## src/dual_bus_mailbox_io_regs.svh

```systemverilog
// named constants for the dual bus mailbox sequencer
`ifndef DUAL_BUS_MAILBOX_IO_REGS_SVH
`define DUAL_BUS_MAILBOX_IO_REGS_SVH
`define CLK_PERIOD_NS  25
`define FAST_XFER_NS   160
`define FAST_CYC       ((`FAST_XFER_NS + `CLK_PERIOD_NS - 1) / `CLK_PERIOD_NS)
`define SLOW_CYC       (2 * `FAST_CYC)
`define CNT_W          4
`define MBX_DEPTH      3
`define REQ_FIFO_DEPTH 8
`define LOCAL_AW       12
`define LOCAL_DW       16
`define BYTE_W         8
`define PIN_ADDR_LO    8
`define LANE_SEL_HI    11
`define LANE_SEL_LO    10
`define LANE_LO_CODE   2'h0
`define LOC_ACCESS     1'h0
`define LOC_RELEASE    1'h1
`define STYLE_RDWR     1'h0
`define STYLE_STROBE   1'h1
`define SPEED_SLOW     1'h1
`define SYS_CTL_IDLE   4'hb
`define BYTE_ZERO      8'h00
`endif

```

## src/dual_bus_mailbox_io_pkg.sv

```systemverilog
// types shared by the dual bus mailbox sequencer
`include "dual_bus_mailbox_io_regs.svh"
package dual_bus_mailbox_io_pkg;
  typedef enum {SEQ_IDLE, SEQ_ACCESS} seq_state_t;
  typedef logic [`CNT_W-1:0] cnt_t;
  typedef struct packed {
    logic                    write;
    logic [`LOCAL_AW-1:0]    addr;
    logic [`LOCAL_DW-1:0]    data;
  } lreq_t;
endpackage

```

## src/data_stream_if.sv

```systemverilog
// valid/ready word stream between the sequencer and its request queue
`timescale 1ns/1ps
interface data_stream_if #(parameter int W = 8) ();
  logic         valid;
  logic         ready;
  logic [W-1:0] data;
  modport sink   (input valid, input data, output ready);
  modport source (output valid, output data, input ready);
endinterface

```

## src/dual_bus_mailbox_io.sv

```systemverilog
// local bus master, system bus mailbox slave and halt logic of the signal processor
//
// Overview of operation
// - local data bus joined 16-bit or split bytes
// - 4-bit local address, 12 with system lines
// - split bus: low lane only for 00
// - high lane stays ours while low is lent
// - programmable slow exchange lengthens local transfers
// - fast one 160 ns cycle, slow two, repeated
// - strobe plus direction, or read/write pulses
// - style 0 read/write pulses, 1 strobe
// - role 1 lends system lines as addresses
// - inbound three byte stages, read to left
// - inbound shifts on master write, slave read
// - outbound three byte stages from result bus
// - outbound shifts on master read, slave write
// - owner flag: 0 slave, 1 master
// - slave sets owner flag, master release clears
// - owner flag testable and settable by software
// - handshake asserted together with owner flag set
// - location 00 access negates the handshake
// - location 01 access clears the owner flag
// - two locations decoded from select inputs only
// - halt stops after current transfer, freezes counters
// - halt issues no-ops, no system addresses
// - bus available shows system lines unused
// - transfer acknowledge output for master bus cycles
`timescale 1ns/1ps
`include "dual_bus_mailbox_io_regs.svh"
module dual_bus_mailbox_io
  import dual_bus_mailbox_io_pkg::*;
(
  input  wire logic                 clock,
  input  wire logic                 nrst,
  input  wire logic                 exchange_speed_select,
  input  wire logic                 address_lending_mode,
  input  wire logic                 bus_joined,
  input  wire logic                 strobe_style,
  input  wire logic                 halt_req,
  output logic                      halted,
  output logic                      counters_frozen,
  output logic                      nop_issue,
  input  wire logic                 lreq_valid,
  output logic                      lreq_ready,
  input  wire logic                 lreq_write,
  input  wire logic [`LOCAL_AW-1:0] lreq_addr,
  input  wire logic [`LOCAL_DW-1:0] lreq_wdata,
  output logic                      lresp_done,
  output logic [`LOCAL_DW-1:0]      lresp_rdata,
  output logic                      instr_repeat,
  output logic [3:0]                local_addr,
  input  wire logic [`LOCAL_DW-1:0] local_data_in,
  output logic [`LOCAL_DW-1:0]      local_data_out,
  output logic                      local_data_oe_lo,
  output logic                      local_data_oe_hi,
  output logic                      local_rd_n,
  output logic                      local_wr_n,
  output logic                      local_data_strobe_n,
  output logic                      local_read,
  input  wire logic [`BYTE_W-1:0]   sys_ad_in,
  output logic [`BYTE_W-1:0]        sys_ad_out,
  output logic                      sys_ad_oe,
  input  wire logic                 chip_select_n,
  input  wire logic                 register_select,
  input  wire logic                 system_direction,
  input  wire logic                 system_strobe_n,
  output logic                      handshake_n,
  output logic                      transfer_acknowledge_n,
  output logic                      bus_available,
  input  wire logic                 inbound_read,
  output logic [`BYTE_W-1:0]        left_bus_hi,
  input  wire logic                 outbound_write,
  input  wire logic [`BYTE_W-1:0]   result_hi,
  input  wire logic                 owner_set,
  output logic                      mailbox_owner_flag
);
  localparam int FAST_D = `FAST_CYC;
  localparam int SLOW_D = `SLOW_CYC;

  //////////////////////////////////////////////////////////////////////////////
  // pin synchronisers

  logic [3:0]                ctl_s1;
  logic [3:0]                ctl_s2;
  logic [`BYTE_W-1:0]        ad_s1;
  logic [`BYTE_W-1:0]        ad_s2;
  logic [`LOCAL_DW-1:0]      ld_s1;
  logic [`LOCAL_DW-1:0]      ld_s2;
  logic                      strobe_prev;
  logic                      cs_n_s;
  logic                      rs_s;
  logic                      dir_s;
  logic                      strobe_n_s;

  always_ff @(posedge clock or negedge nrst) begin
    if (!nrst) begin
      ctl_s1 <= `SYS_CTL_IDLE;
      ctl_s2 <= `SYS_CTL_IDLE;
      ad_s1  <= '0;
      ad_s2  <= '0;
      ld_s1  <= '0;
      ld_s2  <= '0;
    end else begin
      ctl_s1 <= {chip_select_n, register_select, system_direction, system_strobe_n};
      ctl_s2 <= ctl_s1;
      ad_s1  <= sys_ad_in;
      ad_s2  <= ad_s1;
      ld_s1  <= local_data_in;
      ld_s2  <= ld_s1;
    end
  end

  assign {cs_n_s, rs_s, dir_s, strobe_n_s} = ctl_s2;

  always_ff @(posedge clock or negedge nrst) begin
    if (!nrst) begin
      strobe_prev <= 1'b1;
    end else begin
      strobe_prev <= strobe_n_s;
    end
  end

  //////////////////////////////////////////////////////////////////////////////
  // master access decode

  logic acc_ok;
  logic mbx_access;
  logic release_access;
  logic master_wr;
  logic master_rd;
  logic master_holds;
  logic handshake_active;
  logic ack_active;
  logic sys_rd_active;

  // master drives direction and strobe; only accesses while it owns the mailbox count
  assign acc_ok = strobe_prev && !strobe_n_s && !cs_n_s && mailbox_owner_flag;
  assign mbx_access     = acc_ok && (rs_s == `LOC_ACCESS);
  assign release_access = acc_ok && (rs_s == `LOC_RELEASE);
  assign master_wr      = mbx_access && !dir_s;
  assign master_rd      = mbx_access && dir_s;

  // set by the slave only, cleared by the release only; set wins
  always_ff @(posedge clock or negedge nrst) begin
    if (!nrst) begin
      mailbox_owner_flag <= 1'b0;
    end else if (owner_set) begin
      mailbox_owner_flag <= 1'b1;
    end else if (release_access) begin
      mailbox_owner_flag <= 1'b0;
    end
  end

  always_ff @(posedge clock or negedge nrst) begin
    if (!nrst) begin
      handshake_active <= 1'b0;
    end else if (owner_set) begin
      handshake_active <= 1'b1;
    end else if (mbx_access) begin
      handshake_active <= 1'b0;
    end
  end

  assign handshake_n = !handshake_active;

  always_ff @(posedge clock or negedge nrst) begin
    if (!nrst) begin
      master_holds <= 1'b0;
    end else if (release_access) begin
      master_holds <= 1'b0;
    end else if (mbx_access && address_lending_mode) begin
      master_holds <= 1'b1;
    end
  end

  always_ff @(posedge clock or negedge nrst) begin
    if (!nrst) begin
      ack_active <= 1'b0;
    end else if (acc_ok) begin
      ack_active <= 1'b1;
    end else if (strobe_n_s) begin
      ack_active <= 1'b0;
    end
  end

  assign transfer_acknowledge_n = !ack_active;

  always_ff @(posedge clock or negedge nrst) begin
    if (!nrst) begin
      sys_rd_active <= 1'b0;
    end else if (master_rd) begin
      sys_rd_active <= 1'b1;
    end else if (strobe_n_s) begin
      sys_rd_active <= 1'b0;
    end
  end

  //////////////////////////////////////////////////////////////////////////////
  // mailbox shift registers

  logic [`MBX_DEPTH-1:0][`BYTE_W-1:0] inbound_mailbox;
  logic [`MBX_DEPTH-1:0][`BYTE_W-1:0] outbound_mailbox;

  always_ff @(posedge clock or negedge nrst) begin
    if (!nrst) begin
      inbound_mailbox <= '0;
    end else if (master_wr) begin
      inbound_mailbox <= {inbound_mailbox[`MBX_DEPTH-2:0], ad_s2};
    end else if (inbound_read) begin
      inbound_mailbox <= {inbound_mailbox[`MBX_DEPTH-2:0], `BYTE_ZERO};
    end
  end

  assign left_bus_hi = inbound_mailbox[`MBX_DEPTH-1];

  always_ff @(posedge clock or negedge nrst) begin
    if (!nrst) begin
      outbound_mailbox <= '0;
    end else if (master_rd) begin
      outbound_mailbox <= {outbound_mailbox[`MBX_DEPTH-2:0], `BYTE_ZERO};
    end else if (outbound_write) begin
      outbound_mailbox <= {outbound_mailbox[`MBX_DEPTH-2:0], result_hi};
    end
  end

  //////////////////////////////////////////////////////////////////////////////
  // local request queue

  data_stream_if #(.W($bits(lreq_t))) req_in ();
  data_stream_if #(.W($bits(lreq_t))) req_out ();

  assign req_in.valid = lreq_valid;
  assign req_in.data  = {lreq_write, lreq_addr, lreq_wdata};
  assign lreq_ready   = req_in.ready;

  req_fifo #(
    .W     ($bits(lreq_t)),
    .DEPTH (`REQ_FIFO_DEPTH)
  ) u_req_fifo (
    .clock (clock),
    .nrst  (nrst),
    .fill  (req_in),
    .drain (req_out)
  );

  //////////////////////////////////////////////////////////////////////////////
  // local bus sequencer

  seq_state_t state;
  lreq_t      head;
  lreq_t      cur;
  cnt_t       count;
  logic       cur_joined;
  logic       cur_style;
  logic       cur_slow;
  logic       lane_hi;
  logic       pop;
  logic       using_sys;
  logic       in_access;

  assign head          = lreq_t'(req_out.data);
  // halt: finish the running transfer, start nothing new
  assign req_out.ready = (state == SEQ_IDLE) && !halt_req && !halted;
  assign pop           = req_out.valid && req_out.ready;
  assign in_access     = state == SEQ_ACCESS;

  always_ff @(posedge clock or negedge nrst) begin
    if (!nrst) begin
      state <= SEQ_IDLE;
      count <= '0;
    end else begin
      case (state)
        SEQ_IDLE: begin
          if (pop) begin
            state <= SEQ_ACCESS;
            if (exchange_speed_select == `SPEED_SLOW) begin
              count <= cnt_t'(`SLOW_CYC - 1);
            end else begin
              count <= cnt_t'(`FAST_CYC - 1);
            end
          end
        end
        SEQ_ACCESS: begin
          if (count == '0) begin
            state <= SEQ_IDLE;
          end else begin
            count <= count - 1'b1;
          end
        end
        default: begin
          state <= SEQ_IDLE;
        end
      endcase
    end
  end

  always_ff @(posedge clock or negedge nrst) begin
    if (!nrst) begin
      cur        <= '0;
      cur_joined <= 1'b1;
      cur_style  <= `STYLE_RDWR;
      cur_slow   <= 1'b0;
      lane_hi    <= 1'b0;
    end else if (pop) begin
      cur        <= head;
      cur_joined <= bus_joined;
      cur_style  <= strobe_style;
      cur_slow   <= exchange_speed_select == `SPEED_SLOW;
      lane_hi    <= head.addr[`LANE_SEL_HI:`LANE_SEL_LO] != `LANE_LO_CODE;
    end
  end

  always_ff @(posedge clock or negedge nrst) begin
    if (!nrst) begin
      local_addr     <= '0;
      local_data_out <= '0;
    end else if (pop) begin
      local_addr <= head.addr[`LOCAL_AW-1:`PIN_ADDR_LO];
      if (bus_joined) begin
        local_data_out <= head.data;
      end else begin
        local_data_out <= {head.data[`BYTE_W-1:0], head.data[`BYTE_W-1:0]};
      end
    end
  end

  // split bus: a high lane transfer never touches the low lane
  assign local_data_oe_lo = in_access && cur.write && (cur_joined || !lane_hi);
  assign local_data_oe_hi = in_access && cur.write && (cur_joined || lane_hi);

  assign local_rd_n = !(in_access && cur_style == `STYLE_RDWR && !cur.write);
  assign local_wr_n = !(in_access && cur_style == `STYLE_RDWR && cur.write);
  assign local_data_strobe_n = !(in_access && cur_style == `STYLE_STROBE);
  assign local_read = !(in_access && cur.write);

  always_ff @(posedge clock or negedge nrst) begin
    if (!nrst) begin
      lresp_done   <= 1'b0;
      lresp_rdata  <= '0;
      instr_repeat <= 1'b0;
    end else begin
      lresp_done   <= in_access && count == '0;
      // slow exchange re-issues the defining instruction halfway through
      instr_repeat <= in_access && cur_slow && count == cnt_t'(`FAST_CYC);
      if (in_access && count == '0 && !cur.write) begin
        if (cur_joined) begin
          lresp_rdata <= ld_s2;
        end else if (lane_hi) begin
          lresp_rdata <= {`BYTE_ZERO, ld_s2[`LOCAL_DW-1:`BYTE_W]};
        end else begin
          lresp_rdata <= {`BYTE_ZERO, ld_s2[`BYTE_W-1:0]};
        end
      end
    end
  end

  //////////////////////////////////////////////////////////////////////////////
  // halt and system bus address lending

  always_ff @(posedge clock or negedge nrst) begin
    if (!nrst) begin
      halted <= 1'b0;
    end else if (!halt_req) begin
      halted <= 1'b0;
    end else if (state == SEQ_IDLE) begin
      halted <= 1'b1;
    end
  end

  assign counters_frozen = halted;
  assign nop_issue       = halted;

  assign using_sys     = address_lending_mode && !master_holds && !halted;
  assign bus_available = !using_sys;

  always_ff @(posedge clock or negedge nrst) begin
    if (!nrst) begin
      sys_ad_out <= '0;
    end else if (master_rd) begin
      sys_ad_out <= outbound_mailbox[`MBX_DEPTH-1];
    end else if (pop) begin
      sys_ad_out <= head.addr[`PIN_ADDR_LO-1:0];
    end
  end

  assign sys_ad_oe = sys_rd_active || (using_sys && in_access);
endmodule

```

## src/req_fifo.sv

```systemverilog
// request queue with valid/ready on both sides
`timescale 1ns/1ps
module req_fifo #(
  parameter int W     = 8,
  parameter int DEPTH = 8
) (
  input  wire logic   clock,
  input  wire logic   nrst,
  data_stream_if.sink   fill,
  data_stream_if.source drain
);
  localparam int AW = $clog2(DEPTH);

  logic [W-1:0] mem [DEPTH];
  logic [AW:0]  wr_ptr;
  logic [AW:0]  rd_ptr;
  logic         full;
  logic         empty;

  // extra pointer bit tells full from empty; depth must be a power of two
  assign empty       = wr_ptr == rd_ptr;
  assign full        = (wr_ptr[AW] != rd_ptr[AW]) && (wr_ptr[AW-1:0] == rd_ptr[AW-1:0]);
  assign fill.ready  = !full;
  assign drain.valid = !empty;
  assign drain.data  = mem[rd_ptr[AW-1:0]];

  always_ff @(posedge clock) begin
    if (fill.valid && !full) begin
      mem[wr_ptr[AW-1:0]] <= fill.data;
    end
  end

  always_ff @(posedge clock or negedge nrst) begin
    if (!nrst) begin
      wr_ptr <= '0;
    end else if (fill.valid && !full) begin
      wr_ptr <= wr_ptr + 1'b1;
    end
  end

  always_ff @(posedge clock or negedge nrst) begin
    if (!nrst) begin
      rd_ptr <= '0;
    end else if (drain.ready && !empty) begin
      rd_ptr <= rd_ptr + 1'b1;
    end
  end
endmodule

```

## config.mk

```make
export PLATFORM = sky130hd
export DESIGN_NAME = dual_bus_mailbox_io
export DESIGN_NICKNAME = d
export VERILOG_FILES = /design/src/dual_bus_mailbox_io_pkg.sv /design/src/data_stream_if.sv /design/src/dual_bus_mailbox_io.sv /design/src/req_fifo.sv
export VERILOG_INCLUDE_DIRS = /design/src /design/src/src
export SDC_FILE = /design/constraint.sdc
export NUM_CORES = 1
export LEC_CHECK = 0
export ABC_AREA = 1
export BUFFER_PORTS_ARGS = -buffer_cell sky130_fd_sc_hd__buf_2
export CAP_MARGIN = 20
export CORE_MARGIN = 2
export CORE_UTILIZATION = 44
export CTS_BUF_LIST = sky130_fd_sc_hd__clkbuf_2 sky130_fd_sc_hd__clkbuf_4 sky130_fd_sc_hd__clkbuf_8
export CTS_CLUSTER_SIZE = 30
export DETAILED_ROUTE_END_ITERATION = 8
export SLEW_MARGIN = 30
export SYNTH_ARGS = -nofsm -noshare
export SYNTH_HDL_FRONTEND = slang
export SYNTH_SLANG_ARGS = --single-unit
```

## constraint.sdc

```tcl
create_clock -name clock -period 4.35 [get_ports clock]
set_clock_uncertainty 0.05 [all_clocks]
set_input_delay 0.6525 -clock clock [delete_from_list [all_inputs] [get_ports clock]]
set_output_delay 0.6525 -clock clock [all_outputs]
set_load 0.03 [all_outputs]
```

# ---- Word-level counts from Yosys, hierarchy flattened
# Memories as Yosys holds them, arrays and structs flattened.
# Cells that the tools add are included.
dict set report totals {
  mem_bits_ro 0
  mem_bits_rw 232
  register_bits 206
  latchBits 0
  word_cells 141
  memories 1
  output_inout_bits 69
  in_bits 76
}
# name depth word_bits read_ports rd_clocked_by_memory_dff write_ports line_no
set memory_table {}
lappend memory_table {u_req_fifo.mem 8 29 1 0 1 req_fifo.sv:14} ;# logic [W-1:0] mem [DEPTH];
dict set report op_classes {
  n_div 0
  n_addsub 3
  bitwise 2
  order_cmp 0
  n_reduce_logical 62
  n_eq_ne 10
  mux 29
  multipliers 0
  shifts 0
}
# operator count
set ops {}
lappend ops {{$mux W24} 4}
lappend ops {{$logic_not A32 Y1} 2}
lappend ops {{$mux W32} 2}
lappend ops {{$pmux W32 S2} 1}
lappend ops {{$eq A32 B1 Y1 const B} 1}
lappend ops {{$eq A32 B2 Y1 const B} 1}
lappend ops {{$mux W16} 2}
lappend ops {{$logic_and A1 B1 Y1} 27}
lappend ops {{$mux W8} 3}
lappend ops {{$reduce_bool A2 Y1} 10}
lappend ops {{$logic_not A1 Y1} 17}
lappend ops {{$mux W1} 13}
lappend ops {{$mux W4} 3}
lappend ops {{$add A4 B1 Y4 const B} 2}
lappend ops {{$pmux W4 S2} 1}
lappend ops {{$ne A2 B2 Y1 const B} 3}
lappend ops {{$eq A4 B3 Y1 const B} 1}
lappend ops {{$eq A4 B4 Y1} 1}
lappend ops {{$logic_not A4 Y1} 1}
lappend ops {{$sub A4 B1 Y4 const B} 1}
lappend ops {{$eq A3 B3 Y1} 1}
lappend ops {{$logic_or A1 B1 Y1} 3}
lappend ops {{$reduce_and A3 Y1} 1}
lappend ops {{$ne A2 B1 Y1 const B} 1}
lappend ops {{other kinds (3)} 4}

# ---- Depth between registers and ports, before layout
dict set report logic_depth {
  depth_word 8
  mapped_depth 11
  depth_no_buf 10
}

# ---- Hierarchy
# Synthesis repeated with hierarchy kept, for this count alone.
dict set report unflattened {
  hier_cells 1363
  area_unflattened_um2 15791.4
}
# mod cells_per_inst seq_area_each_um2 instances area_each_um2
set by_module_without_submodules {}
lappend by_module_without_submodules {req_fifo 738 7166.9 1 9490.4}
lappend by_module_without_submodules {dual_bus_mailbox_io 625 4189.0 1 6301.0}

# ---- Least setup slack after synthesis
# OpenSTA, ideal clock, no wires.
dict set report synth_timing {
  path_type {reg-to-reg}
  startpoint {reg u_req_fifo.rd_ptr[0]}
  endpoint {mem u_req_fifo.mem[3][0] in the netlist's numbering, enable pin}
  stages_incl_launch_ff 7
  arrival_ns 3.174
  path_slack_ns 0.674
  cell_sequence {dfrtp_1 > buf_4 > xor2_1 > nor2_4 > nand3_2 > nand2_2 > nor3_1}
}
dict set report synth_between {
  elab_chain_len 6
}
# item line_no
set synth_rtl {}
lappend synth_rtl {{start, declared} req_fifo.sv:16} ;# logic [AW:0] rd_ptr;
lappend synth_rtl {{start signal, assigned} req_fifo.sv:45} ;# rd_ptr <= rd_ptr + 1'b1;
lappend synth_rtl {{$eq A3 B3 Y1} req_fifo.sv:22} ;# assign full = (wr_ptr[AW] != rd_ptr[AW]) && (wr_ptr[AW-1:0] == rd_ptr[AW-1:0]);
lappend synth_rtl {{$logic_and A1 B1 Y1} req_fifo.sv:22}
lappend synth_rtl {{$logic_not A1 Y1} --}
lappend synth_rtl {{net lreq_ready} dual_bus_mailbox_io.sv:44} ;# output logic lreq_ready,
lappend synth_rtl {{$logic_and A1 B1 Y1} req_fifo.sv:28} ;# if (fill.valid && !full) begin
lappend synth_rtl {{$mux W1} req_fifo.sv:28}
lappend synth_rtl {{$mux W1 (implied by the code)} req_fifo.sv:29} ;# mem[wr_ptr[AW-1:0]] <= fill.data;
lappend synth_rtl {{end, declared} req_fifo.sv:14}
# The timed path passes the listed nets, and every way through them passes these cells.

# ---- Worst setup path after layout
dict set report layout_timing {
  startpoint {reg u_req_fifo.rd_ptr[1]}
  endpoint {out lreq_ready}
}
dict set report layout_between {
  elab_chain_len 3
}
# item line_no
set layout_rtl {}
lappend layout_rtl {{$eq A3 B3 Y1} req_fifo.sv:22}
lappend layout_rtl {{$logic_and A1 B1 Y1} req_fifo.sv:22}
lappend layout_rtl {{$logic_not A1 Y1} req_fifo.sv:23} ;# assign fill.ready = !full;
lappend layout_rtl {{end, declared} dual_bus_mailbox_io.sv:44}
# No other way between the ends.

==> impl_metrics.env <==
export IMPL_status="finished, final reports clean"
export IMPL_switching_share=0.367
export IMPL_timing_final_crit_period_ns=2.86
export IMPL_setup_viol=0
export IMPL_htreeDepth=3
export IMPL_syn_num_nets=1620
export IMPL_antenna_found_initial=0
export IMPL_cp_arrival_ns=2.16
export IMPL_postCtsSetupBuffers=0
export IMPL_cts_buffers=70
export IMPL_fmax_ghz=0.350
export IMPL_cp_start_kind="flip-flop"
export IMPL_path_class="reg -> out"
export IMPL_combinationalPowerShare=0.305
export IMPL_met1_usage=0.252
export IMPL_initial_core_util=0.444
export IMPL_hold_buffers=0
export IMPL_coreArea_mm2=0.0374
export IMPL_p_leak_nw=8.79
export IMPL_p_switching_mw=4.67
export IMPL_n_antenna_cell=0
export IMPL_synth_edf_count=232
export IMPL_synth_ff_type="edfxtp_1"
export IMPL_instances_no_fill=2257
export IMPL_die_area_mm2=0.0393
export IMPL_worstMarginPinSlew_ns=0.937
export IMPL_viasPerCell=4.85
export IMPL_cts_resized=0
export IMPL_design_portCount=145
export IMPL_grt_pass1_vias=10800
export IMPL_reg2reg_setup_slack_ns=1.63
export IMPL_power_mw=12.7
export IMPL_top_usage_layer="met2"
export IMPL_slowest_delay_ns=0.52
export IMPL_clk_latency_ns=0.61
export IMPL_first_pass_iters=5
export IMPL_die_h_um=198
export IMPL_fin_crit_sh=0.657
export IMPL_grt_pass1_wl_mm=57.4
export IMPL_ys_warn_count=0
export IMPL_fin_nets=1771
export IMPL_path_cells="buf_4, nand2_1, nand2_2, nor2_4, nand3_2, buf_2"
export IMPL_avgSynthCellArea_um2=10.8
export IMPL_timing_hold_ws_ns=0.0477
export IMPL_met2_usage=0.297
export IMPL_dpl_cell_count=2128
export IMPL_drc=0
export IMPL_grt_use_met3=0.0410
export IMPL_place_ws_ns=1.65
export IMPL_dr_first_iter_drc_count=745
export IMPL_ys_types=39
export IMPL_synthCells=1539
export IMPL_worst_ep_required_time_ns=3.65
export IMPL_port_buffer_count=144
export IMPL_seqPwrFrac=0.404
export IMPL_grt_usage=0.188
export IMPL_clockBufferDepth=3
export IMPL_report_final_slew_viol_count=0
export IMPL_vias=10900
export IMPL_finalSetupTns_ns=0
export IMPL_hold_class="in -> async"
export IMPL_drive_gt1_frac=0.206
export IMPL_slew_headroom=0.375
export IMPL_ys_async_sr_fraction=0.430
export IMPL_tritoncts="built"
export IMPL_ys_seq_area_frac=0.684
export IMPL_numClockSinks=407
export IMPL_timing_rr_end="u_req_fifo.mem[2][23]"
export IMPL_power_share_clock=0.291
export IMPL_clk_pin_slew_ns=0.06
export IMPL_ys_ff_latch=407
export IMPL_dp_hpwl_mm=20.8
export IMPL_pwr_density_cell_mw_per_mm2=664
export IMPL_rows=71
export IMPL_fillCellCount=3389
export IMPL_grt_max_degree=92
export IMPL_p_int_mw=8.05
export IMPL_hold_violations=0
export IMPL_syn_cell_area_mm2=0.0166
export IMPL_rsz0062_at_grt="false"
export IMPL_ir_worst_vdd_mv=0.386
export IMPL_root_buffer="clkbuf_8"
export IMPL_rr_startpoint="u_req_fifo.rd_ptr[1]"
export IMPL_grt_ovfl_total=0
export IMPL_worst_path_max_delay_cell="buf_4"
export IMPL_layout_setup_ws_ns=1.49
export IMPL_routabilityCongestion=0.796
export IMPL_wl_mm=35.9
export IMPL_maxCapViolations=0
export IMPL_chipWidth_um=198
export IMPL_path_max_fanout=44
export IMPL_ant_nets=0
export IMPL_area_growth_syn_to_layout_pct=15.4
export IMPL_reg2reg_depth=8
export IMPL_cp_end_kind="output pin"
export IMPL_wl_per_cell_um=15.9
cell families (layout without fill, tap and decap cells):
group           count (synthesis)  after routing  share of synthesized area
fa+ha+maj                       5              5                    0.00377
compound gates                 76             76                     0.0258
simple gates                  801            801                      0.213
buf+inv                       244            451                     0.0705
xor+xnor                        6              6                    0.00317
flops                         407            407                      0.684
Yosys cell counts, types with 13 or more instances:
| cell type | count | area, um2 |
|---|---|---|
| nand2_1 | 501 | 1880 |
| edfxtp_1 | 232 | 6970 |
| nand3_1 | 206 | 1030 |
| dfrtp_1 | 167 | 4180 |
| inv_1 | 150 | 563 |
| nor2_1 | 42 | 158 |
| o21ai_0 | 36 | 180 |
| buf_2 | 28 | 140 |
| buf_4 | 26 | 195 |
| nand3_2 | 19 | 190 |
| a21oi_1 | 16 | 80.1 |
| clkbuf_1 | 13 | 48.8 |
final cells by class:
class | instances | area [um2] | area share
Clock inverter | 18 | 173 | 0.00901
Clock buffer | 110 | 1360 | 0.0712
Multi-Input combinational cell | 888 | 4130 | 0.215
Inverter | 160 | 608 | 0.0317
Timing Repair Buffer | 163 | 890 | 0.0464
Sequential cell | 407 | 11400 | 0.593
Tap cell | 511 | 639 | 0.0334
cell usage in the layout (no fill, tap or decap), types with 4 or more instances in the layout:
cell	count
a21oi_1	16
a31oi_1	8
buf_2	143
buf_4	16
clkbuf_4	24
clkbuf_8	86
clkinv_1	6
clkinv_2	8
dfrtp_1	166
dfstp_2	8
edfxtp_1	232
ha_1	5
inv_1	150
inv_2	5
nand2_1	501
nand2_2	6
nand2_4	4
nand3_1	206
nand3_2	19
nand3b_1	6
nor2_1	37
nor2_4	9
o21ai_0	36
o21ai_1	5
o21ai_2	8
xor2_1	4
worst max path at each step:
| stage | slack, ns | startpoint | end | cells past startpoint |
|---|---|---|---|---|
| after global routing | 1.35 | u_req_fifo.rd_ptr[1] | lreq_ready | 6 |
| after floorplan | 0.67 | u_req_fifo.rd_ptr[0] | u_req_fifo.mem[3][0] | 6 |
| after CTS | 1.44 | u_req_fifo.rd_ptr[1] | lreq_ready | 6 |
| after global placement | 1.71 | u_req_fifo.rd_ptr[1] | u_req_fifo.mem[4][12] | 8 |
| after detailed placement | 1.65 | u_req_fifo.rd_ptr[1] | u_req_fifo.mem[2][0] | 8 |
| final | 1.49 | u_req_fifo.rd_ptr[1] | lreq_ready | 6 |
registers in the layout, indices dropped and copies added (netlist names), 8 cells and up:
register	cells
left_bus_hi	8
ad_s2	8
ad_s1	8
u_req_fifo.mem	232
ld_s1	16
outbound_mailbox	24
lresp_rdata	16
sys_ad_out	8
inbound_mailbox	16
ld_s2	16
local_data_out	16
metal layers:
metal | vias to the layer above | wire length (um)
met4 | 0 | 948
met1 | 5278 | 16400
li1 | 5318 | -
met5 | - | 0
met2 | 290 | 16500
met3 | 63 | 2020
power groups by stage:
stage	sequential (mW)	clock [mW]	combinational [mW]
after floorplan	5.45	0	2.59
after global placement	5.19	0	3.87
after detailed placement	5.21	0	3.91
after CTS	5.14	3.81	3.92
after global routing	5.20	3.98	4.37
final	5.14	3.71	3.88
stage by stage:
stage,utilization,cell area (um2)
4_1_cts,0.512,19100
5_1_grt,0.512,19200
3_3_place_gp,0.471,17600
6_report,0.512,19200
2_1_floorplan,-,16600
3_5_place_dp,0.471,17600
critical path: cells and delay by family, from the launching register on:
| family | cells | cell delay, ns |
|---|---|---|
| buffers and inverters | 2 | 0.76 |
| AND/OR/NAND/NOR | 4 | 0.44 |
| flip-flops | 1 | 0.35 |
(Power assumes the default switching activity.)
